## src/hw/tcr_cfg.svh

```systemverilog
// Register map, field positions and reset values of the timer register block
// Notes on behaviour
// - Each 16-bit value is two bytes: low at base, high at base plus one.
// - One 8-bit high-byte latch is shared by every 16-bit value.
// - Count value is readable and writable; a write loads the running counter.
// - A count write blocks compare matches of all units on the next clock.
// - A capture edge loads the capture value with the current count, except in the mode where capture value is the counter top.
// - Capture value can serve as the counter top in the selected mode.
// - Capture value reads return both bytes from the same moment via the latch.
// - Compare A is compared continuously; a match raises a flag and toggles output A.
// - Compare B is compared continuously; a match raises a flag and toggles output B.
// - Compare writes commit both bytes together through the shared latch.
// - Capture request needs enable bit 5, global enable and capture flag.
// - Compare B request needs enable bit 2, global enable and compare B flag.
// - Compare A request needs enable bit 1, global enable and compare A flag.
// - Overflow request needs enable bit 0, global enable and overflow flag.
// - A compare flag sets in the clock after count equals the compare value.
// - Flags clear on vector execution or on writing one to their bit.
`ifndef TCR_CFG_SVH
`define TCR_CFG_SVH

// ----------------------------------------
// Register indices (byte address is index times four)
// ----------------------------------------
`define TCR_IDX_MASK      10'h06f
`define TCR_IDX_COUNT     10'h084
`define TCR_IDX_CAPTURE   10'h086
`define TCR_IDX_CMP_A     10'h088
`define TCR_IDX_CMP_B     10'h08a
`define TCR_IDX_FLAGS     10'h036
`define TCR_IDX_CLEAR     10'h037
`define TCR_IDX_CTRL      10'h080
`define TCR_HIGH_OFFSET   10'h001

// ----------------------------------------
// Field positions
// ----------------------------------------
`define TCR_BIT_CAPTURE   5
`define TCR_BIT_CMP_B     2
`define TCR_BIT_CMP_A     1
`define TCR_BIT_OVERFLOW  0
`define TCR_FLAG_BITS     8'h27
`define TCR_CTRL_RUN      0
`define TCR_CTRL_RISE     1
`define TCR_CTRL_COMP_SRC 2
`define TCR_CTRL_CAP_TOP  3
`define TCR_CTRL_BITS     8'h0f

// ----------------------------------------
// Reset values and answers
// ----------------------------------------
`define TCR_RST_BYTE      8'h00
`define TCR_RST_WORD      16'h0000
`define TCR_COUNT_MAX     16'hffff
`define TCR_RESP_OKAY     2'b00
`define TCR_RESP_SLVERR   2'b10

`endif

```

## src/hw/tcr_pkg.sv

```systemverilog
// Types shared by the timer register block
package tcr_pkg;
    typedef logic [7:0]  tcr_byte_t;
    typedef logic [15:0] tcr_word_t;
    typedef enum logic [1:0]
    {
        TCR_SEL_NONE = 2'b00,
        TCR_SEL_LOW  = 2'b01,
        TCR_SEL_HIGH = 2'b10
    } tcr_half_t;
endpackage : tcr_pkg

```

## src/hw/tcr_compare_unit.sv

```systemverilog
// One compare channel: match flag pulse and toggling waveform output
`timescale 1ns/1ps
`default_nettype none
module tcr_compare_unit
    import tcr_pkg::*;
#(
    parameter int WIDTH = 16
)
(
    input  wire logic             aclk,
    input  wire logic             aresetn,
    input  wire logic [WIDTH-1:0] count,
    input  wire logic [WIDTH-1:0] compare,
    input  wire logic             running,
    input  wire logic             block,
    output var  logic             match,
    output var  logic             wave
);
    logic hit;

    // ----------------------------------------
    // Match detection
    // ----------------------------------------
    assign hit = running && (count == compare) && !block;

    assign match = hit;

    always_ff @(posedge aclk)
    begin
        if (!aresetn)
            wave <= 1'b0;
        else if (hit)
            wave <= !wave;
    end
endmodule : tcr_compare_unit
`default_nettype wire

```

## src/hw/tcr_irq_ctrl.sv

```systemverilog
// Sticky event flags, enable mask and interrupt requests
`timescale 1ns/1ps
`default_nettype none
`include "tcr_cfg.svh"
module tcr_irq_ctrl
    import tcr_pkg::*;
(
    input  wire logic      aclk,
    input  wire logic      aresetn,
    input  wire tcr_byte_t events,
    input  wire tcr_byte_t vector_ack,
    input  wire logic      clear_wr,
    input  wire logic      mask_wr,
    input  wire tcr_byte_t wdata,
    input  wire logic      global_irq_enable,
    output var  tcr_byte_t flags,
    output var  tcr_byte_t mask,
    output var  tcr_byte_t irq_request,
    output var  logic      irq
);
    tcr_byte_t clr;
    tcr_byte_t next_request;

    assign clr          = vector_ack | (clear_wr ? wdata : `TCR_RST_BYTE);
    assign next_request = (global_irq_enable ? (flags & mask) : `TCR_RST_BYTE);

    // ----------------------------------------
    // Flags, set wins over clear
    // ----------------------------------------
    always_ff @(posedge aclk)
    begin
        if (!aresetn)
            flags <= `TCR_RST_BYTE;
        else
            flags <= ((flags & ~clr) | events) & `TCR_FLAG_BITS;
    end

    always_ff @(posedge aclk)
    begin
        if (!aresetn)
            mask <= `TCR_RST_BYTE;
        else if (mask_wr)
            mask <= wdata & `TCR_FLAG_BITS;
    end

    always_ff @(posedge aclk)
    begin
        if (!aresetn)
        begin
            irq_request <= `TCR_RST_BYTE;
            irq         <= 1'b0;
        end
        else
        begin
            irq_request <= next_request;
            irq         <= |next_request;
        end
    end
endmodule : tcr_irq_ctrl
`default_nettype wire

```

## src/hw/tcr_timer_regs.sv

```systemverilog
// Top: 16-bit timer count, capture, compare registers behind AXI4-Lite
//
// Chosen here: the AXI4-Lite interface to the registers.
`timescale 1ns/1ps
`default_nettype none
`include "tcr_cfg.svh"
module tcr_timer_regs
    import tcr_pkg::*;
#(
    parameter int ADDR_WIDTH = 12
)
(
    input  wire logic                  aclk,
    input  wire logic                  aresetn,
    input  wire logic [ADDR_WIDTH-1:0] s_axi_awaddr,
    input  wire logic [2:0]            s_axi_awprot,
    input  wire logic                  s_axi_awvalid,
    output var  logic                  s_axi_awready,
    input  wire logic [31:0]           s_axi_wdata,
    input  wire logic [3:0]            s_axi_wstrb,
    input  wire logic                  s_axi_wvalid,
    output var  logic                  s_axi_wready,
    output var  logic [1:0]            s_axi_bresp,
    output var  logic                  s_axi_bvalid,
    input  wire logic                  s_axi_bready,
    input  wire logic [ADDR_WIDTH-1:0] s_axi_araddr,
    input  wire logic [2:0]            s_axi_arprot,
    input  wire logic                  s_axi_arvalid,
    output var  logic                  s_axi_arready,
    output var  logic [31:0]           s_axi_rdata,
    output var  logic [1:0]            s_axi_rresp,
    output var  logic                  s_axi_rvalid,
    input  wire logic                  s_axi_rready,
    input  wire logic                  capture_input_pin,
    input  wire logic                  comparator_out,
    input  wire logic                  global_irq_enable,
    input  wire tcr_byte_t             vector_ack,
    output var  logic                  waveform_out_a,
    output var  logic                  waveform_out_b,
    output var  tcr_byte_t             irq_request,
    output var  logic                  irq
);
    // ----------------------------------------
    // Declarations
    // ----------------------------------------
    logic [ADDR_WIDTH-1:0] aw_addr;
    logic                  aw_have;
    logic                  w_have;
    tcr_byte_t             w_byte;
    logic                  w_lane;
    logic                  wr_fire;
    logic                  ar_hs;
    logic                  next_aw_have;
    logic                  next_w_have;
    logic                  next_bvalid;
    logic                  next_rvalid;
    logic [9:0]            wr_idx;
    logic [9:0]            rd_idx;
    tcr_byte_t             high_latch;
    tcr_word_t             timer_count_value;
    tcr_word_t             capture_value;
    tcr_word_t             compare_a_value;
    tcr_word_t             compare_b_value;
    tcr_byte_t             ctrl;
    tcr_byte_t             flags;
    tcr_byte_t             mask;
    tcr_byte_t             events;
    logic                  count_written;
    logic                  block_match;
    logic                  running;
    logic                  cap_top_mode;
    tcr_word_t             top_value;
    logic                  at_top;
    logic                  cap_src;
    logic                  cap_prev;
    logic                  cap_edge;
    logic                  cap_event;
    logic                  ovf_event;
    logic                  match_a;
    logic                  match_b;
    tcr_half_t             wr_count;
    tcr_half_t             wr_cap;
    tcr_half_t             wr_cmp_a;
    tcr_half_t             wr_cmp_b;
    logic                  rd_hit;
    tcr_byte_t             rd_byte;
    logic                  rd_latch_load;
    tcr_byte_t             rd_latch_val;

    // ----------------------------------------
    // Address helpers
    // ----------------------------------------
    function automatic logic [9:0] word_index(input logic [ADDR_WIDTH-1:0] addr);
        word_index = addr[11:2];
    endfunction : word_index

    function automatic tcr_half_t half_of(input logic [9:0] idx, input logic [9:0] base);
        if (idx == base)
            half_of = TCR_SEL_LOW;
        else if (idx == base + `TCR_HIGH_OFFSET)
            half_of = TCR_SEL_HIGH;
        else
            half_of = TCR_SEL_NONE;
    endfunction : half_of

    function automatic tcr_word_t commit(input tcr_word_t cur, input tcr_half_t sel,
                                         input tcr_byte_t latch, input tcr_byte_t data);
        if (sel == TCR_SEL_LOW)
            commit = {latch, data};
        else
            commit = cur;
    endfunction : commit

    // ----------------------------------------
    // AXI4-Lite write channel
    // ----------------------------------------
    assign wr_fire      = aw_have && w_have && !s_axi_bvalid;
    assign next_aw_have = (aw_have || (s_axi_awvalid && s_axi_awready)) && !wr_fire;
    assign next_w_have  = (w_have || (s_axi_wvalid && s_axi_wready)) && !wr_fire;
    assign next_bvalid  = wr_fire || (s_axi_bvalid && !s_axi_bready);
    assign wr_idx       = word_index(aw_addr);

    always_ff @(posedge aclk)
    begin
        if (!aresetn)
        begin
            aw_addr <= '0;
            w_byte  <= `TCR_RST_BYTE;
            w_lane  <= 1'b0;
        end
        else
        begin
            if (s_axi_awvalid && s_axi_awready)
                aw_addr <= s_axi_awaddr;
            if (s_axi_wvalid && s_axi_wready)
            begin
                w_byte <= s_axi_wdata[7:0];
                w_lane <= s_axi_wstrb[0];
            end
        end
    end

    always_ff @(posedge aclk)
    begin
        if (!aresetn)
        begin
            aw_have       <= 1'b0;
            w_have        <= 1'b0;
            s_axi_awready <= 1'b0;
            s_axi_wready  <= 1'b0;
            s_axi_bvalid  <= 1'b0;
        end
        else
        begin
            aw_have       <= next_aw_have;
            w_have        <= next_w_have;
            s_axi_awready <= !next_aw_have && !next_bvalid && !wr_fire;
            s_axi_wready  <= !next_w_have && !next_bvalid && !wr_fire;
            s_axi_bvalid  <= next_bvalid;
        end
    end

    always_ff @(posedge aclk)
    begin
        if (!aresetn)
            s_axi_bresp <= `TCR_RESP_OKAY;
        else if (wr_fire)
            s_axi_bresp <= (wr_count != TCR_SEL_NONE || wr_cap != TCR_SEL_NONE ||
                            wr_cmp_a != TCR_SEL_NONE || wr_cmp_b != TCR_SEL_NONE ||
                            wr_idx == `TCR_IDX_MASK || wr_idx == `TCR_IDX_CLEAR ||
                            wr_idx == `TCR_IDX_CTRL || wr_idx == `TCR_IDX_FLAGS)
                           ? `TCR_RESP_OKAY : `TCR_RESP_SLVERR;
    end

    // ----------------------------------------
    // Write decode
    // ----------------------------------------
    assign wr_count = (wr_fire && w_lane) ? half_of(wr_idx, `TCR_IDX_COUNT)   : TCR_SEL_NONE;
    assign wr_cap   = (wr_fire && w_lane) ? half_of(wr_idx, `TCR_IDX_CAPTURE) : TCR_SEL_NONE;
    assign wr_cmp_a = (wr_fire && w_lane) ? half_of(wr_idx, `TCR_IDX_CMP_A)   : TCR_SEL_NONE;
    assign wr_cmp_b = (wr_fire && w_lane) ? half_of(wr_idx, `TCR_IDX_CMP_B)   : TCR_SEL_NONE;

    // ----------------------------------------
    // Shared high-byte latch
    // ----------------------------------------
    always_ff @(posedge aclk)
    begin
        if (!aresetn)
            high_latch <= `TCR_RST_BYTE;
        else if (wr_count == TCR_SEL_HIGH || wr_cap == TCR_SEL_HIGH ||
                 wr_cmp_a == TCR_SEL_HIGH || wr_cmp_b == TCR_SEL_HIGH)
            high_latch <= w_byte;
        else if (rd_latch_load)
            high_latch <= rd_latch_val;
    end

    // ----------------------------------------
    // Control register
    // ----------------------------------------
    always_ff @(posedge aclk)
    begin
        if (!aresetn)
            ctrl <= `TCR_RST_BYTE;
        else if (wr_fire && w_lane && wr_idx == `TCR_IDX_CTRL)
            ctrl <= w_byte & `TCR_CTRL_BITS;
    end

    assign running      = ctrl[`TCR_CTRL_RUN];
    assign cap_top_mode = ctrl[`TCR_CTRL_CAP_TOP];
    assign top_value    = cap_top_mode ? capture_value : `TCR_COUNT_MAX;
    assign at_top       = running && (timer_count_value == top_value);

    // ----------------------------------------
    // Counter
    // ----------------------------------------
    always_ff @(posedge aclk)
    begin
        if (!aresetn)
            timer_count_value <= `TCR_RST_WORD;
        else if (wr_count == TCR_SEL_LOW)
            timer_count_value <= commit(timer_count_value, wr_count, high_latch, w_byte);
        else if (at_top)
            timer_count_value <= `TCR_RST_WORD;
        else if (running)
            timer_count_value <= timer_count_value + 16'h0001;
    end

    always_ff @(posedge aclk)
    begin
        if (!aresetn)
            count_written <= 1'b0;
        else
            count_written <= (wr_count == TCR_SEL_LOW);
    end

    assign block_match = count_written;

    // ----------------------------------------
    // Capture
    // ----------------------------------------
    assign cap_src  = ctrl[`TCR_CTRL_COMP_SRC] ? comparator_out : capture_input_pin;
    assign cap_edge = ctrl[`TCR_CTRL_RISE] ? (cap_src && !cap_prev) : (!cap_src && cap_prev);

    always_ff @(posedge aclk)
    begin
        if (!aresetn)
            cap_prev <= 1'b0;
        else
            cap_prev <= cap_src;
    end

    always_ff @(posedge aclk)
    begin
        if (!aresetn)
            capture_value <= `TCR_RST_WORD;
        else if (cap_edge && !cap_top_mode)
            capture_value <= timer_count_value;
        else
            capture_value <= commit(capture_value, wr_cap, high_latch, w_byte);
    end

    // ----------------------------------------
    // Compare values and units
    // ----------------------------------------
    always_ff @(posedge aclk)
    begin
        if (!aresetn)
        begin
            compare_a_value <= `TCR_RST_WORD;
            compare_b_value <= `TCR_RST_WORD;
        end
        else
        begin
            compare_a_value <= commit(compare_a_value, wr_cmp_a, high_latch, w_byte);
            compare_b_value <= commit(compare_b_value, wr_cmp_b, high_latch, w_byte);
        end
    end

    tcr_compare_unit #(.WIDTH(16)) u_cmp_a
    (
        .aclk    (aclk),
        .aresetn (aresetn),
        .count   (timer_count_value),
        .compare (compare_a_value),
        .running (running),
        .block   (block_match),
        .match   (match_a),
        .wave    (waveform_out_a)
    );

    tcr_compare_unit #(.WIDTH(16)) u_cmp_b
    (
        .aclk    (aclk),
        .aresetn (aresetn),
        .count   (timer_count_value),
        .compare (compare_b_value),
        .running (running),
        .block   (block_match),
        .match   (match_b),
        .wave    (waveform_out_b)
    );

    // ----------------------------------------
    // Events and interrupts
    // ----------------------------------------
    assign cap_event = cap_top_mode ? at_top : cap_edge;
    assign ovf_event = at_top;

    always_comb
    begin
        events                      = `TCR_RST_BYTE;
        events[`TCR_BIT_CAPTURE]    = cap_event;
        events[`TCR_BIT_CMP_B]      = match_b;
        events[`TCR_BIT_CMP_A]      = match_a;
        events[`TCR_BIT_OVERFLOW]   = ovf_event;
    end

    tcr_irq_ctrl u_irq
    (
        .aclk              (aclk),
        .aresetn           (aresetn),
        .events            (events),
        .vector_ack        (vector_ack),
        .clear_wr          (wr_fire && w_lane && wr_idx == `TCR_IDX_CLEAR),
        .mask_wr           (wr_fire && w_lane && wr_idx == `TCR_IDX_MASK),
        .wdata             (w_byte),
        .global_irq_enable (global_irq_enable),
        .flags             (flags),
        .mask              (mask),
        .irq_request       (irq_request),
        .irq               (irq)
    );

    // ----------------------------------------
    // AXI4-Lite read channel
    // ----------------------------------------
    assign ar_hs       = s_axi_arvalid && s_axi_arready;
    assign next_rvalid = ar_hs || (s_axi_rvalid && !s_axi_rready);
    assign rd_idx      = word_index(s_axi_araddr);

    always_comb
    begin
        rd_hit        = 1'b1;
        rd_byte       = `TCR_RST_BYTE;
        rd_latch_load = 1'b0;
        rd_latch_val  = `TCR_RST_BYTE;
        case (rd_idx)
            `TCR_IDX_COUNT:
            begin
                rd_byte       = timer_count_value[7:0];
                rd_latch_load = ar_hs;
                rd_latch_val  = timer_count_value[15:8];
            end
            `TCR_IDX_CAPTURE:
            begin
                rd_byte       = capture_value[7:0];
                rd_latch_load = ar_hs;
                rd_latch_val  = capture_value[15:8];
            end
            `TCR_IDX_CMP_A:
            begin
                rd_byte       = compare_a_value[7:0];
                rd_latch_load = ar_hs;
                rd_latch_val  = compare_a_value[15:8];
            end
            `TCR_IDX_CMP_B:
            begin
                rd_byte       = compare_b_value[7:0];
                rd_latch_load = ar_hs;
                rd_latch_val  = compare_b_value[15:8];
            end
            `TCR_IDX_COUNT + `TCR_HIGH_OFFSET,
            `TCR_IDX_CAPTURE + `TCR_HIGH_OFFSET,
            `TCR_IDX_CMP_A + `TCR_HIGH_OFFSET,
            `TCR_IDX_CMP_B + `TCR_HIGH_OFFSET:
                rd_byte = high_latch;
            `TCR_IDX_MASK:
                rd_byte = mask;
            `TCR_IDX_FLAGS:
                rd_byte = flags;
            `TCR_IDX_CTRL:
                rd_byte = ctrl;
            `TCR_IDX_CLEAR:
                rd_byte = `TCR_RST_BYTE;
            default:
                rd_hit = 1'b0;
        endcase
    end

    always_ff @(posedge aclk)
    begin
        if (!aresetn)
        begin
            s_axi_arready <= 1'b0;
            s_axi_rvalid  <= 1'b0;
        end
        else
        begin
            s_axi_arready <= !next_rvalid;
            s_axi_rvalid  <= next_rvalid;
        end
    end

    always_ff @(posedge aclk)
    begin
        if (!aresetn)
        begin
            s_axi_rdata <= 32'h0000_0000;
            s_axi_rresp <= `TCR_RESP_OKAY;
        end
        else if (ar_hs)
        begin
            s_axi_rdata <= {24'h00_0000, rd_byte};
            s_axi_rresp <= rd_hit ? `TCR_RESP_OKAY : `TCR_RESP_SLVERR;
        end
    end
endmodule : tcr_timer_regs
`default_nettype wire

```

## config.mk

```make
export PLATFORM = sky130hd
export DESIGN_NAME = tcr_timer_regs
export DESIGN_NICKNAME = d
export VERILOG_FILES = /design/src/hw/tcr_pkg.sv /design/src/hw/tcr_compare_unit.sv /design/src/hw/tcr_irq_ctrl.sv /design/src/hw/tcr_timer_regs.sv
export VERILOG_INCLUDE_DIRS = /design/src /design/src/hw
export SDC_FILE = /design/constraint.sdc
export NUM_CORES = 1
export LEC_CHECK = 0
export BUFFER_PORTS_ARGS = -buffer_cell sky130_fd_sc_hd__buf_2
export CORE_UTILIZATION = 45
export DETAILED_ROUTE_END_ITERATION = 8
export GPL_TIMING_DRIVEN = 0
export MAX_ROUTING_LAYER = met4
export PLACE_DENSITY = 0.78
export SLEW_MARGIN = 25
export SYNTH_ARGS = -nofsm -noshare
export SYNTH_HDL_FRONTEND = slang
export SYNTH_SLANG_ARGS = --single-unit
```

## constraint.sdc

```tcl
create_clock -name aclk -period 2.05 [get_ports aclk]
set_input_delay 0.41 -clock aclk [delete_from_list [all_inputs] [get_ports aclk]]
set_output_delay 0.41 -clock aclk [all_outputs]
set_load 0.02 [all_outputs]
```

=== Yosys cells after proc, flatten, opt, wreduce, memory -nomap -nowiden ===
Cells that the tools add are included.

* Flip-flop bits (word level): 137
* Bits of input ports: 84
* Output and inout port bits: 52
* Logic and storage cells: 163

* Add/sub/neg operators: 1
* Eq/ne operators: 35
* Multiplexer cells: 31
* Bitwise operators: 5
* Reduce and logical (&&, ||, !) cells: 64

{| class="wikitable"
|+ Operator list
! cell !! number
|-
| == test 10 x 8 -> 1 bit (second input constant) || 18
|-
| two-way mux 16 bit || 6
|-
| one-hot mux 8 bit (8 select lines) || 1
|-
| == test 16 bit || 3
|-
| == test 10 x 6 -> 1 bit (second input constant) || 4
|-
| one-hot mux 8 bit (4 select lines) || 1
|-
| two-way mux 2 bit || 14
|-
| logical AND 1 bit || 25
|-
| two-way mux 8 bit || 3
|-
| == test 10 x 7 -> 1 bit (second input constant) || 2
|-
| adder 16 x 1 -> 16 bit (second input constant) || 1
|-
| logical NOT 1 bit || 14
|-
| logical OR 1 bit || 14
|-
| AND 6 bit || 2
|-
| bitwise OR 6 bit || 2
|-
| nonzero test 2 bit || 6
|-
| OR reduction 12 bit || 1
|-
| == test 2 x 1 -> 1 bit (second input constant) || 4
|-
| == test 2 bit (second input constant) || 4
|-
| OR reduction 4 bit || 2
|-
| OR reduction 8 bit || 1
|-
| two-way mux 6 bit || 1
|-
| inverter 6 bit || 1
|-
| two-way mux 1 bit || 5
|-
| nonzero test 3 bit || 1
|}

=== Longest topological paths before layout ===
Gate-level depths: netlist of the first run.

* Depth after elaboration: 13
* Gate-level depth with buffers: 9
* Gate-level depth less buffers: 6

=== Hierarchy ===
From an unflattened synthesis of the first run, not the netlist that was laid out.

* Cell total of the unflattened synthesis: 822
* Area total of the unflattened synthesis: 6,959.2 µm²

{| class="wikitable"
|+ By module, submodules not included
! module !! times used !! cells an instance !! area each (µm²) !! seq. area each (µm²)
|-
| tcr_timer_regs || 1 || 710 || 5,952.0 || 2,282.2
|-
| tcr_irq_ctrl || 1 || 58 || 559.3 || 260.2
|-
| tcr_compare_unit || 2 || 27 || 224.0 || 20.0
|}

=== Worst setup path after synthesis of the first run ===
Ideal clock, no wire load.

* Path type: register to register
* Start: register ctrl[3]
* End: register timer_count_value[1]
* Setup time: 0.131 ns
* Data arrival time: 1.980 ns
* Required time: 1.919 ns
* Path slack: -0.060 ns
* Cell stages (with the launch flop): 9
* Buffers on the path: 2
* Period minus slack after synthesis: 2.110 ns
* Path through: dfxtp_1 buf_6 inv_1 a21oi_1 or4_1 or4_4 o21ai_4 buf_12 o22ai_2

* Word-level cells in the longest chain between the ends: 5
* Elaborated cells on any way between the ends: 6
* Classes of those cells: eq/ne: 1; mux: 3; reduce/logical: 2

{| class="wikitable"
|+ RTL lines
! what !! line !! text
|-
| start: declaration || tcr_timer_regs.sv:64 || <nowiki>tcr_byte_t ctrl;</nowiki>
|-
| start signal: assignment || tcr_timer_regs.sv:203 || <nowiki>ctrl <= `TCR_RST_BYTE;</nowiki>
|-
| start signal: assignment || tcr_timer_regs.sv:205 || <nowiki>ctrl <= w_byte & `TCR_CTRL_BITS;</nowiki>
|-
| two-way mux 16 bit (no source line) (*) || - ||
|-
| == test 16 bit (*) || tcr_timer_regs.sv:211 || <nowiki>assign at_top = running && (timer_count_value == top_value);</nowiki>
|-
| logical AND 1 bit (*) || tcr_timer_regs.sv:211 ||
|-
| two-way mux 16 bit || tcr_timer_regs.sv:222 || <nowiki>else if (at_top)</nowiki>
|-
| two-way mux 16 bit || tcr_timer_regs.sv:220 || <nowiki>else if (wr_count == TCR_SEL_LOW)</nowiki>
|-
| end signal: assignment || tcr_timer_regs.sv:219 || <nowiki>timer_count_value <= `TCR_RST_WORD;</nowiki>
|-
| end signal: assignment || tcr_timer_regs.sv:221 || <nowiki>timer_count_value <= commit(timer_count_value, wr_count, high_latch, w_byte);</nowiki>
|-
| end signal: assignment || tcr_timer_regs.sv:223 || <nowiki>timer_count_value <= `TCR_RST_WORD;</nowiki>
|-
| end: declaration || tcr_timer_regs.sv:60 || <nowiki>tcr_word_t timer_count_value;</nowiki>
|}

Mark *: on every way between the ends. The rest lies on a longest branch, timed or not.
A chain may end at the register's enable or synchronous reset.

=== Worst setup path in the final report of the first run ===
* Start: register ctrl[3]
* End: register timer_count_value[8]

The elaborated chain is that of the path after synthesis.

==> results_dict.tcl, run 1 <==
set metrics [dict create \
    die_h_microns 127 \
    fin_area_sq_um 8760 \
    route.detailed.drc 0 \
    hp-class "in -> reg" \
    wl_per_cell_microns 18.9 \
    num_vias 7031 \
    syn2layout_area_growth_pct 24.7 \
    rows 45 \
    grt_use_met3_pct 5.69 \
    vdd_drop_max_v 0.000495 \
    crit_arrival_ns 2.65 \
    dp_hpwl_microns 16400 \
    grt_usage_pct 29.3 \
    grtUsageMet1_pct 36.6 \
    cts_made_buffers 17 \
    fin_crit_ns 2.32 \
    dpl_cell_area_sq_um 7670 \
    synth_fa_ha_area_share_pct 0.178 \
    worst_pin_slew_ns 0.734 \
    pre_cts_slack_ns -0.784 \
    crit_family "compound AO/OA/AOI/OAI gates" \
    hold_start "s_axi_awaddr[4]" \
    ys.flop_type "dfxtp_1" \
    core_sq_um 15200 \
    postSynthCellCount 881 \
    p_leak_nw 3.37 \
    path_cells "buf_2 -> buf_4 -> nor3b_1 -> a21oi_1 -> nor3_1 -> o311ai_1 -> o21ai_4 -> buf_4 -> buf_12 -> o32ai_2" \
    root_buffer "clkbuf_16" \
    synth_cell_types 67 \
    max_freq_mhz 432 \
    cp_num_buf_inv 4 \
    slowest_delay_ns 0.48 \
    slew_violations 0 \
    failed_checks "negative setup slack" \
    syn_area_per_cell_sq_um 7.97 \
    yosys_warnings 0 \
    synthSimpleGateAreaFrac_pct 24.0 \
    die_w_microns 127 \
    clk_pin_slew_ns 0.06 \
    setup_viol 18 \
    drtIter0Drc 783 \
    postCtsHoldBufs 0 \
    synth_xor_xnor_area_share_pct 6.74 \
    post-route-period-util_pct 113 \
    cp_max_fo 4 \
    synthTopCellsByArea "dfxtp_1 (37%), nand2_1 (8.3%), mux2i_1 (5.8%)" \
    crit_path_start_kind "flip-flop" \
    synth_edf_count 0 \
    final_hold_viol_count 0 \
    status "finished with violations" \
    first_pass_iters 6 \
    ys_ff_latch 129 \
    yosys.area.top_type "dfxtp_1" \
    antenna_found_initial 0 \
    met2_usage_pct 44.6 \
    end_kind "flip-flop" \
    async_flop_share_pct 0 \
    gp_congestion 0.993 \
    power_density_nw_per_um2 697 \
    critPathKind "reg -> reg" \
    rsz0062_at_grt "true" \
    yosysMostFrequentCell "nand2_1" \
    setup.worst_path.start "ctrl[3]" \
    clock_path_buffers 2 \
    grt_pass1_wl_microns 34900 \
    layout_setup_ws_ns -0.267 \
    die_area_sq_um 16100 \
    grt_overflow 0 \
    avgViaCountPerCell 5.81 \
    synth_compound_area_share_pct 18.5 \
    cpMostUsedCell "buf_4" \
    drive_gt1_share_pct 23.4 \
    io_buffers 61 \
    synth_mux_area_share_pct 5.85 \
    routed_wl_microns 22900 \
    synth_top_family_by_area "simple AND/OR/NAND/NOR gates" \
    cts.sinks 129 \
    skew_ns 0.0129 \
    synth_common_cells "nand2_1 (156), dfxtp_1 (129), a21oi_1 (80)" \
    initial_core_util_pct 46.2 \
    worstReg2RegStart "ctrl[3]" \
    io_pins 136 \
    n_antenna_cell 0 \
    synth_top_area_share_pct 36.8 \
    grt_max_degree 17 \
    yosysSeqAreaShare_pct 36.8 \
    max_cap_violations 0 \
    h-tree-depth 4 \
    syn_area_sq_um 7020 \
    cp_slowest_cell "o311ai_1" \
    cts_tree "done" \
    busiest_layer "met2" \
    cp.required_ns 2.38 \
    clock_latency_ns 0.43 \
    fin_nets 1095 \
    antenna_left 0 \
    slew_headroom_pct 51.1 \
    grt_pass1_vias 6412 \
]
-- power by group --
part / total [mW] / leakage [nW] / switching (mW) / internal [mW]
logic: 0.469 / 2.04 / 0.291 / 0.177
registers: 2.62 / 1.05 / 0.0632 / 2.56
clock network: 3.02 / 0.285 / 1.17 / 1.85
-- routing by layer --
metal / up-vias / share of wire (%) / wire length, microns
met1: 3284 / 42 / 9540
li1: 3292 / - / -
met2: 374 / 45 / 10300
met3: 81 / 8.7 / 2000
met5: - / 0 / 0
met4: 0 / 4.7 / 1070
-- cells in the final DEF (no fill, tap or decap), types with 6 or more instances in the layout --
cell / Yosys / layout
conb_1: 1 / 30
buf_4: 31 / 54
o21ai_2: 9 / 10
mux2i_1: 41 / 40
inv_1: 13 / 12
dfxtp_1: 129 / 123
nor3b_1: 6 / 6
xnor2_1: 37 / 36
a21oi_1: 80 / 78
o21ai_0: 29 / 29
buf_6: 1 / 6
clkbuf_1: 49 / 28
clkbuf_2: 0 / 11
xor2_1: 17 / 17
nand2_1: 156 / 156
a221oi_1: 12 / 11
nand4_1: 10 / 10
buf_2: 10 / 69
nor2b_1: 10 / 9
clkbuf_16: 0 / 17
nor3_1: 16 / 13
a22oi_1: 9 / 9
o211ai_1: 9 / 9
nor2_1: 68 / 63
a211oi_1: 22 / 21
o22ai_1: 12 / 12
nand3_1: 16 / 16
and3_1: 6 / 6
-- state kept, by name, indices dropped and copies added, names as in the netlist, 4 cells and up --
register           flops
s_axi_rdata            8
timer_count_value     16
compare_b_value       16
w_byte                 8
high_latch             8
aw_addr               10
u_irq.irq_request      4
compare_a_value       16
capture_value         16
u_irq.flags            4
ctrl                   4
u_irq.mask             4
-- through the flow --
step | total power, mW | utilization (%) | instances | setup TNS, ns | hold WS [ns]
2_1_floorplan | 2.95 | - | 910 | -0.0190 | 0.443
3_3_place_gp | 3.09 | 50.5 | 1159 | -25.58 | 0.434
3_5_place_dp | 3.09 | 50.5 | 1159 | -28.64 | 0.442
4_1_cts | 6.09 | 56.2 | 1201 | -3.39 | 0.210
5_1_grt | 6.27 | 57.6 | 1211 | -4.07 | 0.221
6_report | 6.11 | 57.6 | 1211 | -3.24 | 0.206
-- tightest hold or removal path, stage by stage --
cell	delay (ns)
buf_2	0.10
nand2_1	0.04
a21oi_1	0.05
-- worst paths after layout --
| check | end | slack, ns | depth (start not counted) |
|---|---|---|---|
| hold / removal | aw_addr[4] | 0.21 | 3 |
| setup reg to reg | timer_count_value[8] | -0.27 | 10 |
| hold reg to reg | s_axi_rdata[4] | 0.45 | 2 |
| setup / recovery | timer_count_value[8] | -0.27 | 10 |
-- logic make-up (layout without fill, tap and decap cells) --
family	after synthesis	in the layout
simple gates	344	344
other cells	1	30
fa+ha+maj	1	1
flops	129	129
xor+xnor	54	54
buf+inv	107	220
mux	41	41
compound gates	204	204
-- what timing repair did --
item | CTS | global route
gates cloned | 2 | 0
resized for setup | 46 | 50
buffers inserted | 11 | 14
pin swaps | 12 | 13
setup endpoints to repair | 78 | 72
-- final cells by class --
| type | instances | area, sq um |
|---|---|---|
| inverter | 13 | 51.3 |
| clock buffer | 19 | 453 |
| multi-input combinational | 674 | 4230 |
| sequential | 129 | 2590 |
| tap | 188 | 235 |
| fill | 1368 | 6440 |
| buffer | 89 | 553 |
| timing repair buffer | 86 | 507 |
| clock inverter | 13 | 138 |
Power figures use the tool's default switching activity.
==> run 2: changes to the inputs <==
--- a/config.mk
+++ b/config.mk
@@ -7,7 +7,9 @@
 export NUM_CORES = 1
 export LEC_CHECK = 0
 export BUFFER_PORTS_ARGS = -buffer_cell sky130_fd_sc_hd__buf_2
+export CAP_MARGIN = 15
 export CORE_UTILIZATION = 45
+export CTS_BUF_LIST = sky130_fd_sc_hd__clkbuf_8
 export DETAILED_ROUTE_END_ITERATION = 8
 export GPL_TIMING_DRIVEN = 0
 export MAX_ROUTING_LAYER = met4
==> constraint.sdc (replaced) <==
create_clock -name aclk -period 1.9 [get_ports aclk]
set_input_delay 0.38 -clock aclk [delete_from_list [all_inputs] [get_ports aclk]]
set_output_delay 0.38 -clock aclk [all_outputs]
set_load 0.02 [all_outputs]
==> run 2 against run 1 <==
Effect of this change: the flow still finishes with violations (negative setup slack); clock power shrank 19%; clock skew shrank 0.0012 ns; total power shrank 4.8%; combinational power grew 15%; critical path depth shrank 1; final cell count grew 1.5%; design area grew 2.6%; sequential power grew 7.6%; critical endpoint is now timer_count_value[1]; flip-flop and latch count is the same; die area is the same.
==> results_dict.tcl, run 2 (same netlist as run 1, synthesis figures left out) <==
set metrics [dict create \
    post-route-period-util_pct 122 \
    max_freq_mhz 431 \
    status "finished with violations" \
    core_sq_um 15200 \
    hp-class "in -> reg" \
    final_hold_viol_count 0 \
    fin_crit_ns 2.32 \
    critPathKind "reg -> reg" \
    reg2reg_depth 9 \
    syn2layout_area_growth_pct 27.9 \
    initial_core_util_pct 46.2 \
    rsz0062_at_grt "true" \
    layout_common_cells "nand2_1 (124), dfxtp_1 (117), buf_2 (67)" \
    pre_cts_slack_ns -0.765 \
    grt_pass1_vias 6346 \
    min_path_cells 3 \
    gp_congestion 0.958 \
    rows 45 \
    wl_per_cell_microns 19.5 \
    grtUsageMet1_pct 38.1 \
    seq_area_sq_um 2610 \
    cts_made_buffers 17 \
    die_w_microns 127 \
    grt_overflow 0 \
    hold_start "s_axi_awaddr[5]" \
    h-tree-depth 4 \
    vdd_drop_max_v 0.000532 \
    grt_usage_pct 29.1 \
    layout_setup_ws_ns -0.418 \
    power_density_nw_per_um2 647 \
    end_kind "flip-flop" \
    clk_pin_slew_ns 0.08 \
    crit_path_start_kind "flip-flop" \
    grt_max_degree 17 \
    met2_usage_pct 42.6 \
    worst_pin_slew_ns 0.840 \
    cts_tree "done" \
    multi_input_area_sq_um 4370 \
    failed_checks "negative setup slack" \
    die_h_microns 127 \
    dp_hpwl_microns 16200 \
    route.detailed.drc 0 \
    final_common_cell "nand2_1" \
    io_pins 136 \
    drtIter0Drc 944 \
    hold_ws_ns 0.137 \
    r2r_slack_ns -0.42 \
    slew_headroom_pct 44.0 \
    setup_viol 39 \
    grt_pass1_wl_microns 34700 \
    fin_cells 1229 \
    fin_nets 1112 \
    die_area_sq_um 16100 \
    cp.required_ns 2.23 \
    root_buffer "clkbuf_8" \
    io_buffers 61 \
    antenna_left 0 \
    crit_arrival_ns 2.64 \
    fillers 1357 \
    slew_violations 0 \
    first_pass_iters 8 \
    postCtsHoldBufs 0 \
    dp_cells 1159 \
    clock_path_buffers 2 \
    drive_gt1_share_pct 29.6 \
    rr_endpoint "timer_count_value[1]" \
    tns_ns -7.36 \
    grt_use_met3_pct 4.93 \
    cp_max_fo 7 \
    p_leak_nw 3.47 \
    skew_ns 0.0117 \
    busiest_layer "met2" \
    cts.sinks 129 \
    avgViaCountPerCell 5.90 \
    hold_path_end "aw_addr[5]" \
    worstReg2RegStart "ctrl[3]" \
    num_vias 7247 \
    max_cap_violations 0 \
    clock_latency_ns 0.47 \
    power.total_mw 5.82 \
    routed_wl_microns 23900 \
    antenna_found_initial 1 \
]
[run 2: layout make-up]
type,instances,area share (%)
clock inverters,12,1.46
well taps,188,2.62
diodes,1,0.0279
flip-flops and latches,129,29.0
inverters,13,0.571
clock buffers,20,3.06
repair buffers,104,7.77
multi-input cells,674,48.6
plain buffers,88,6.81
[run 2: critical path, cell delays in order (launching register included)]
cell,delay [ns]
dfxtp_4,0.36
buf_2,0.17
inv_4,0.12
a21oi_1,0.06
or4_1,0.51
or4_4,0.45
o21ai_4,0.18
buf_6,0.15
buf_12,0.12
o22ai_2,0.05
[run 2: layer usage]
| metal | vias up | part of all wire [%] |
|---|---|---|
| li1 | 3340 | - |
| met1 | 3359 | 40 |
| met2 | 443 | 45 |
| met3 | 105 | 9.4 |
| met4 | 0 | 5.2 |
| met5 | - | 0 |
[run 2: timing repair]
item / 4_1_cts / 5_1_grt
setup endpoints to repair: 92 / 81
gates resized for setup: 55 / 129
pin swaps: 12 / 47
hold endpoints to repair: 0 / 0
buffers inserted: 19 / 20
gates cloned: 2 / 2
[run 2: worst max-delay path by stage]
stage	endpoint	start	slack (ns)
after floorplan	timer_count_value[1]	ctrl[3]	-0.17
after global placement	timer_count_value[0]	ctrl[3]	-0.77
after detailed placement	timer_count_value[0]	ctrl[3]	-0.76
after CTS	timer_count_value[1]	ctrl[3]	-0.36
after global routing	timer_count_value[1]	ctrl[3]	-0.47
final	timer_count_value[1]	ctrl[3]	-0.42
[run 2: report_power, final]
part           switching (mW)  internal, mW
Combinational           0.328         0.211
Clock                    1.18          1.27
Sequential             0.0709          2.75
Total                    1.58          4.23
[run 2: metrics by stage]
stage                     util (%)  instance area [sq um]
after detailed placement      50.6                   7690
after floorplan                  -                   7150
final                         59.1                   8980
after global routing          59.1                   8980
after global placement        50.6                   7690
after CTS                     55.6                   8450
